File: src/pkg/iiu_regs.vh
`ifndef IIU_REGS_VH
`define IIU_REGS_VH
// register offsets on the device register port
`define IIU_ADDR_W 8
`define IIU_OFF_ENABLE 8'h0B
`define IIU_OFF_EVENTS 8'h0C
`define IIU_OFF_LIVE 8'h0D
// reset values
`define IIU_ENABLE_RST 16'h4000
`define IIU_EVENTS_RST 16'h0000
// bit positions
`define IIU_BIT_SAMPLE 15
`define IIU_BIT_RESET_COMPLETE 14
`define IIU_BIT_BUSY 13
`define IIU_BIT_COOL 11
`define IIU_BIT_THERM 10
`define IIU_BIT_LINK 9
`define IIU_BIT_CFGMM 8
`define IIU_BIT_WARNC 3
`define IIU_BIT_WARNB 2
`define IIU_BIT_WARNA 1
`define IIU_BIT_BOUT 0
// field masks
`define IIU_ENABLE_MASK 16'hEF0F
`define IIU_EVENT_MASK 16'h6F0F
`define IIU_LOW_MASK 16'h7FFF
`define IIU_EDGE_SET_MASK 16'h400F
`define IIU_LEVEL_SET_MASK 16'h2F00
`define IIU_ZERO16 16'h0000
// sample timing
`define IIU_SAMPLE_PERIOD_NS 10000
`define IIU_CLK_PERIOD_NS 10
`endif

File: src/design/iiu_edge.v
`timescale 1ns/10ps
`default_nettype none
module iiu_edge #(
	parameter W = 16
) (
	// clock and reset
	input wire clk,
	input wire rst_n,
	input wire ce,
	// raw levels and results
	input wire [W-1:0] din,
	output wire [W-1:0] lvl,
	output wire [W-1:0] rise
);
	genvar i;
	generate
		for (i = 0; i < W; i = i + 1)
		begin : g_bit
			reg meta_ff;
			reg sync_ff;
			reg prev_ff;
			// first stage feeds only the second
			always @(posedge clk or negedge rst_n)
			begin
				if (!rst_n)
				begin
					meta_ff <= 1'b0;
					sync_ff <= 1'b0;
					prev_ff <= 1'b0;
				end
				else if (ce)
				begin
					meta_ff <= din[i];
					sync_ff <= meta_ff;
					prev_ff <= sync_ff;
				end
			end
			assign lvl[i] = sync_ff;
			assign rise[i] = sync_ff & ~prev_ff;
		end
	endgenerate
endmodule
`default_nettype wire

File: src/design/iiu_top.v
`timescale 1ns/10ps
`default_nettype none
`include "iiu_regs.vh"
module iiu_top #(
	parameter CLK_PERIOD_NS = `IIU_CLK_PERIOD_NS,
	parameter SAMPLE_PERIOD_NS = `IIU_SAMPLE_PERIOD_NS
) (
	// clock, reset, enable
	input wire CORE_CLK,
	input wire RSTN,
	input wire CE,
	// register port
	input wire [`IIU_ADDR_W-1:0] REG_ADDR,
	input wire REG_WR,
	input wire REG_RD,
	input wire [15:0] REG_WDATA,
	output wire [15:0] REG_RDATA,
	input wire CFG_LOCK,
	// event sources
	input wire RESET_DONE,
	input wire LINK_BUSY,
	input wire COOLING,
	input wire THERMAL_OFF,
	input wire LINK_ERR,
	input wire CFG_MISMATCH,
	input wire WARN_A,
	input wire WARN_B,
	input wire WARN_C,
	input wire BINARY_OUT,
	// outputs
	output wire IRQ_N,
	output wire SAMPLE_STROBE,
	output wire LINK_RESEND
);
	// sample period in clock cycles, rounded down
	localparam SAMPLE_CYCLES = SAMPLE_PERIOD_NS / CLK_PERIOD_NS;
	// width caps the period at 8192 cycles; widen for faster clocks
	localparam CNT_W = 13;
	localparam integer SAMPLE_LAST_I = SAMPLE_CYCLES - 1;
	localparam [CNT_W-1:0] SAMPLE_LAST = SAMPLE_LAST_I[CNT_W-1:0];
	localparam [CNT_W-1:0] CNT_ZERO = 13'h0000;
	localparam [CNT_W-1:0] CNT_ONE = 13'h0001;

	function reg_hit;
		input [`IIU_ADDR_W-1:0] addr;
		input [`IIU_ADDR_W-1:0] off;
		begin
			reg_hit = (addr == off);
		end
	endfunction

	// reset release synchroniser
	// asserts at once, releases only on a clock edge
	reg rst_meta_ff;
	reg rst_sync_ff;
	always @(posedge CORE_CLK or negedge RSTN)
	begin
		if (!RSTN)
		begin
			rst_meta_ff <= 1'b0;
			rst_sync_ff <= 1'b0;
		end
		else
		begin
			rst_meta_ff <= 1'b1;
			rst_sync_ff <= rst_meta_ff;
		end
	end
	wire rst_n = rst_sync_ff;

	// source vector in register layout
	reg [15:0] src_raw;
	always @*
	begin
		src_raw = `IIU_ZERO16;
		src_raw[`IIU_BIT_RESET_COMPLETE] = RESET_DONE;
		src_raw[`IIU_BIT_BUSY] = LINK_BUSY;
		src_raw[`IIU_BIT_COOL] = COOLING;
		src_raw[`IIU_BIT_THERM] = THERMAL_OFF;
		src_raw[`IIU_BIT_LINK] = LINK_ERR;
		src_raw[`IIU_BIT_CFGMM] = CFG_MISMATCH;
		src_raw[`IIU_BIT_WARNC] = WARN_C;
		src_raw[`IIU_BIT_WARNB] = WARN_B;
		src_raw[`IIU_BIT_WARNA] = WARN_A;
		src_raw[`IIU_BIT_BOUT] = BINARY_OUT;
	end

	// sources come from the isolated side, so synchronise first
	wire [15:0] src_lvl;
	wire [15:0] src_rise;
	iiu_edge #(
		.W(16)
	) u_edge (
		.clk(CORE_CLK),
		.rst_n(rst_n),
		.ce(CE),
		.din(src_raw),
		.lvl(src_lvl),
		.rise(src_rise)
	);

	wire [15:0] set_edge = src_rise & `IIU_EDGE_SET_MASK;
	wire [15:0] set_level = src_lvl & `IIU_LEVEL_SET_MASK;
	// reset done rides the edge mask
	wire [15:0] ev_set = set_edge | set_level;

	// register access decode
	wire hit_enable = reg_hit(REG_ADDR, `IIU_OFF_ENABLE);
	wire hit_events = reg_hit(REG_ADDR, `IIU_OFF_EVENTS);
	wire hit_live = reg_hit(REG_ADDR, `IIU_OFF_LIVE);

	// enable register
	reg [15:0] enable_ff;
	reg [15:0] nxt_enable;
	always @*
	begin
		nxt_enable = enable_ff;
		// lock protects configuration, not acknowledgement
		if (REG_WR && hit_enable && !CFG_LOCK)
			nxt_enable = REG_WDATA & `IIU_ENABLE_MASK;
	end
	always @(posedge CORE_CLK or negedge rst_n)
	begin
		if (!rst_n)
			enable_ff <= `IIU_ENABLE_RST;
		else if (CE)
			enable_ff <= nxt_enable;
	end

	// event register
	// reserved bits masked so they can never latch
	reg [15:0] events_ff;
	reg [15:0] nxt_events;
	reg [15:0] ev_clr;
	always @*
	begin
		ev_clr = `IIU_ZERO16;
		if (REG_WR && hit_events)
			ev_clr = REG_WDATA;
		nxt_events = ((events_ff & ~ev_clr) | ev_set) & `IIU_EVENT_MASK;
	end
	always @(posedge CORE_CLK or negedge rst_n)
	begin
		if (!rst_n)
			events_ff <= `IIU_EVENTS_RST;
		else if (CE)
			events_ff <= nxt_events;
	end

	// resend request on each new link error
	reg resend_ff;
	always @(posedge CORE_CLK or negedge rst_n)
	begin
		if (!rst_n)
			resend_ff <= 1'b0;
		else if (CE)
			resend_ff <= src_rise[`IIU_BIT_LINK];
	end
	assign LINK_RESEND = resend_ff;

	reg [CNT_W-1:0] tick_cnt_ff;
	reg [CNT_W-1:0] nxt_tick_cnt;
	reg sample_ff;
	wire tick_wrap = (tick_cnt_ff == SAMPLE_LAST);
	always @*
	begin
		if (tick_wrap)
			nxt_tick_cnt = CNT_ZERO;
		else
			nxt_tick_cnt = tick_cnt_ff + CNT_ONE;
	end
	always @(posedge CORE_CLK or negedge rst_n)
	begin
		if (!rst_n)
		begin
			tick_cnt_ff <= CNT_ZERO;
			sample_ff <= 1'b0;
		end
		else if (CE)
		begin
			tick_cnt_ff <= nxt_tick_cnt;
			sample_ff <= tick_wrap;
		end
	end
	assign SAMPLE_STROBE = sample_ff;

	// interrupt source selection
	// pin is registered so it cannot glitch while events settle
	wire sample_mode = enable_ff[`IIU_BIT_SAMPLE];
	wire latched_irq = |(enable_ff & events_ff & `IIU_LOW_MASK);
	reg irq_ff;
	reg nxt_irq;
	always @*
	begin
		// other enables assumed zero, so ignored
		if (sample_mode)
			nxt_irq = tick_wrap;
		else
			nxt_irq = latched_irq;
	end
	always @(posedge CORE_CLK or negedge rst_n)
	begin
		if (!rst_n)
			irq_ff <= 1'b0;
		else if (CE)
			irq_ff <= nxt_irq;
	end
	assign IRQ_N = ~irq_ff;

	// read data, registered
	reg [15:0] rdata_ff;
	reg [15:0] nxt_rdata;
	always @*
	begin
		nxt_rdata = rdata_ff;
		if (REG_RD)
		begin
			if (hit_enable)
				nxt_rdata = enable_ff;
			else if (hit_events)
				nxt_rdata = events_ff;
			else if (hit_live)
				nxt_rdata = src_lvl & `IIU_EVENT_MASK;
			else
				nxt_rdata = `IIU_ZERO16;
		end
	end
	always @(posedge CORE_CLK or negedge rst_n)
	begin
		if (!rst_n)
			rdata_ff <= `IIU_ZERO16;
		else if (CE)
			rdata_ff <= nxt_rdata;
	end
	assign REG_RDATA = rdata_ff;
endmodule
`default_nettype wire

File: config.mk
export PLATFORM = sky130hd
export DESIGN_NAME = iiu_top
export DESIGN_NICKNAME = d
export VERILOG_FILES = /design/src/design/iiu_edge.v /design/src/design/iiu_top.v
export VERILOG_INCLUDE_DIRS = /design/src /design/src/pkg
export SDC_FILE = /design/constraint.sdc
export NUM_CORES = 1
export LEC_CHECK = 0
export BUFFER_PORTS_ARGS = -buffer_cell sky130_fd_sc_hd__clkbuf_2
export CAP_MARGIN = 0
export CORE_ASPECT_RATIO = 0.75
export CORE_MARGIN = 8
export CORE_UTILIZATION = 53
export CTS_CLUSTER_DIAMETER = 80
export DETAILED_ROUTE_END_ITERATION = 10
export PLACE_DENSITY = 0.77
export SETUP_SLACK_MARGIN = 0.5
export SYNTH_ARGS = -nofsm -noshare
export SYNTH_HDL_FRONTEND = slang
export SYNTH_HIERARCHICAL = 1
export SYNTH_SLANG_ARGS = --single-unit
File: constraint.sdc
create_clock -name CORE_CLK -period 3 [get_ports CORE_CLK]
set_input_delay 0.6 -clock CORE_CLK [delete_from_list [all_inputs] [get_ports CORE_CLK]]
set_output_delay 0.6 -clock CORE_CLK [all_outputs]
set_load 0.01 [all_outputs]
==> flow_summary.ini <==
[status]
status = finished clean

[finish]
syn_to_final_growth_pct = 12.3
fin_nets = 374
design_area_um2 = 3990
regArea_um2 = 1900
drive_above_1_share_pct = 34.6
multi_input_area_um2 = 1440
n_antenna_cell = 0
n_fill_cell = 521

[synth]
yosysWarnings = 6
synth.avg_cell_area_um2 = 12.1
synth_cells = 294
synthesis.area_um2 = 3550

[worst_setup_path]
arrival_ns = 2.09
r2r-start = tick_cnt_ff[4]
crit_path_start_kind = input port
crit_start = REG_ADDR[0]
cp.required_ns = 3.22
r2r_cells = 3
critical_path.endpoint_type = flip-flop
worst-setup-path-type = input port to flip-flop
endpoint = events_ff[10]
cp_max_fo = 13
reg2reg_slack_ns = 1.34
r2r-end = tick_cnt_ff[9]

[worst_hold_path]
hp-class = input port to async pin

[global_route]
grt_max_degree = 75
grt_first_pass_wirelength_mm = 12.1
grt_usage_pct = 15.7
grt-ovfl-total = 0
antenna_found_initial = 0
grt_pass1_vias = 2533

[sta]
fin_crit_sh_pct = 62.4
finalSetupTns_ns = 0
maxSlewHeadroom_pct = 56.6
setup_viol = 0
worstMarginPinSlew_ns = 0.649
max_freq_mhz = 534
hold_viol = 0
finalCriticalPeriod_ns = 1.87
rsz0062_at_grt = no
clock_skew_ns = 0.00865
slew_violations = 0

[clock_network]
cts_sinks = 76
worstSkewPairLatency_ns = 0.34
htree_levels = 3
cts_tree = yes
clk_pin_slew_ns = 0.08
cts_buffer_depth = 2
cts_root_buf = clkbuf_8
post_cts_resized = 0
hold_buffers = 0
cts_made_buffers = 9
cts_setup_buffers = 0

[detailed_routing]
vias = 2402
firstDrtPassIters = 7
vias_per_cell = 5.73
final_antenna_net_count = 0
avgRoutedWirePerCell_um = 17.2
drc_errors = 0
drtIter0Drc = 160
wl_mm = 7.22

[job]
cap_violations = 0

[power]
p_per_area_nw_per_um2 = 591
peakVddDrop_v = 0.000470
leakage_nw = 1.87

[floorplanning]
initial_core_util_pct = 55.6
dieArea_um2 = 9600
core_area_um2 = 6380
chipWidth_um = 110
ios = 59
die_h_um = 86.9
rows = 25

[placement]
placed_cell_area_um2 = 3760
dp_hpwl_mm = 5.13
gp_congestion = 0.801
io_buffers = 48
layer usage:
layer	track usage, %	vias up	share of wire [%]
met1	19.0	1185	46
li1	-	1118	-
met4	5.50	0	1.8
met3	6.89	13	7.5
met5	0	-	0
met2	24.4	86	45
stage by stage:
step | hold slack, ns | utilization [%] | total power (W) | setup slack, ns | instances
global route | 0.00188 | 62.5 | 0.00246 | 1.04 | 419
CTS | 0.00914 | 62.5 | 0.00238 | 1.16 | 419
floorplan | 0.304 | - | 0.00145 | 0.728 | 298
global placement | 0.311 | 58.9 | 0.00150 | 0.840 | 403
finish | 0.0292 | 62.5 | 0.00236 | 1.13 | 419
detailed placement | 0.311 | 58.9 | 0.00151 | 0.797 | 403
power breakdown:
| part | total, W | internal, W | switching (W) |
|---|---|---|---|
| Sequential | 0.00121 | 0.00112 | 0.0000872 |
| Clock | 0.000862 | 0.000513 | 0.000350 |
| Combinational | 0.000290 | 0.000155 | 0.000134 |
| Total | 0.00236 | 0.00179 | 0.000571 |
sequential cells by signal, indices dropped and copies added (netlist names):
name / cells
LINK_RESEND: 1
irq_ff: 1
u_edge/g_bit.prev_ff: 6
u_edge/g_bit.meta_ff: 10
enable_ff: 11
rst_n: 1
events_ff: 10
REG_RDATA: 11
tick_cnt_ff: 13
SAMPLE_STROBE: 1
u_edge/g_bit.sync_ff: 10
rst_meta_ff: 1
cell type report:
class / count / share of cell area [%]
timing repair buffer: 55 / 7.66
clock buffer: 12 / 3.89
sequential: 76 / 47.8
clock inverter: 4 / 1.82
inverter: 3 / 0.282
multi-input combinational: 188 / 36.0
tap: 81 / 2.54
cell usage in the layout (no fill, tap or decap), types with 2 or more instances in the layout:
cell        n
a21o_1     11
nor2b_1     8
bufinv_16   2
mux2_4     12
nand3_1     4
buf_4       6
o21ai_0    12
inv_1       3
nand4_1     6
o31ai_1    10
clkbuf_8   11
conb_1      6
a222oi_1    2
and2_1      2
a22oi_1    13
nor2_1      9
xnor2_1     8
a22o_1     10
nor3_1      2
dfrtp_1    74
nand4b_1    2
clkbuf_2   48
nand2_1    30
mux2_2     27
worst min-delay path by stage:
stage	start	end	slack (ns)	cells past startpoint
6_report	RSTN	rst_n	0.03	1
5_1_grt	RSTN	rst_n	0.002	1
4_1_cts	RSTN	rst_n	0.009	1
3_5_place_dp	rst_n	tick_cnt_ff[6]	0.31	1
3_3_place_gp	rst_n	u_edge/g_bit[9].sync_ff	0.31	1
2_1_floorplan	RSTN	rst_meta_ff	0.30	0
critical path: stages:
cell	delay, ns
clkbuf_2	0.21
nor3b_1	0.24
buf_4	0.22
and4_1	0.52
nand2_1	0.11
a22o_1	0.19
(Power assumes the default switching activity.)
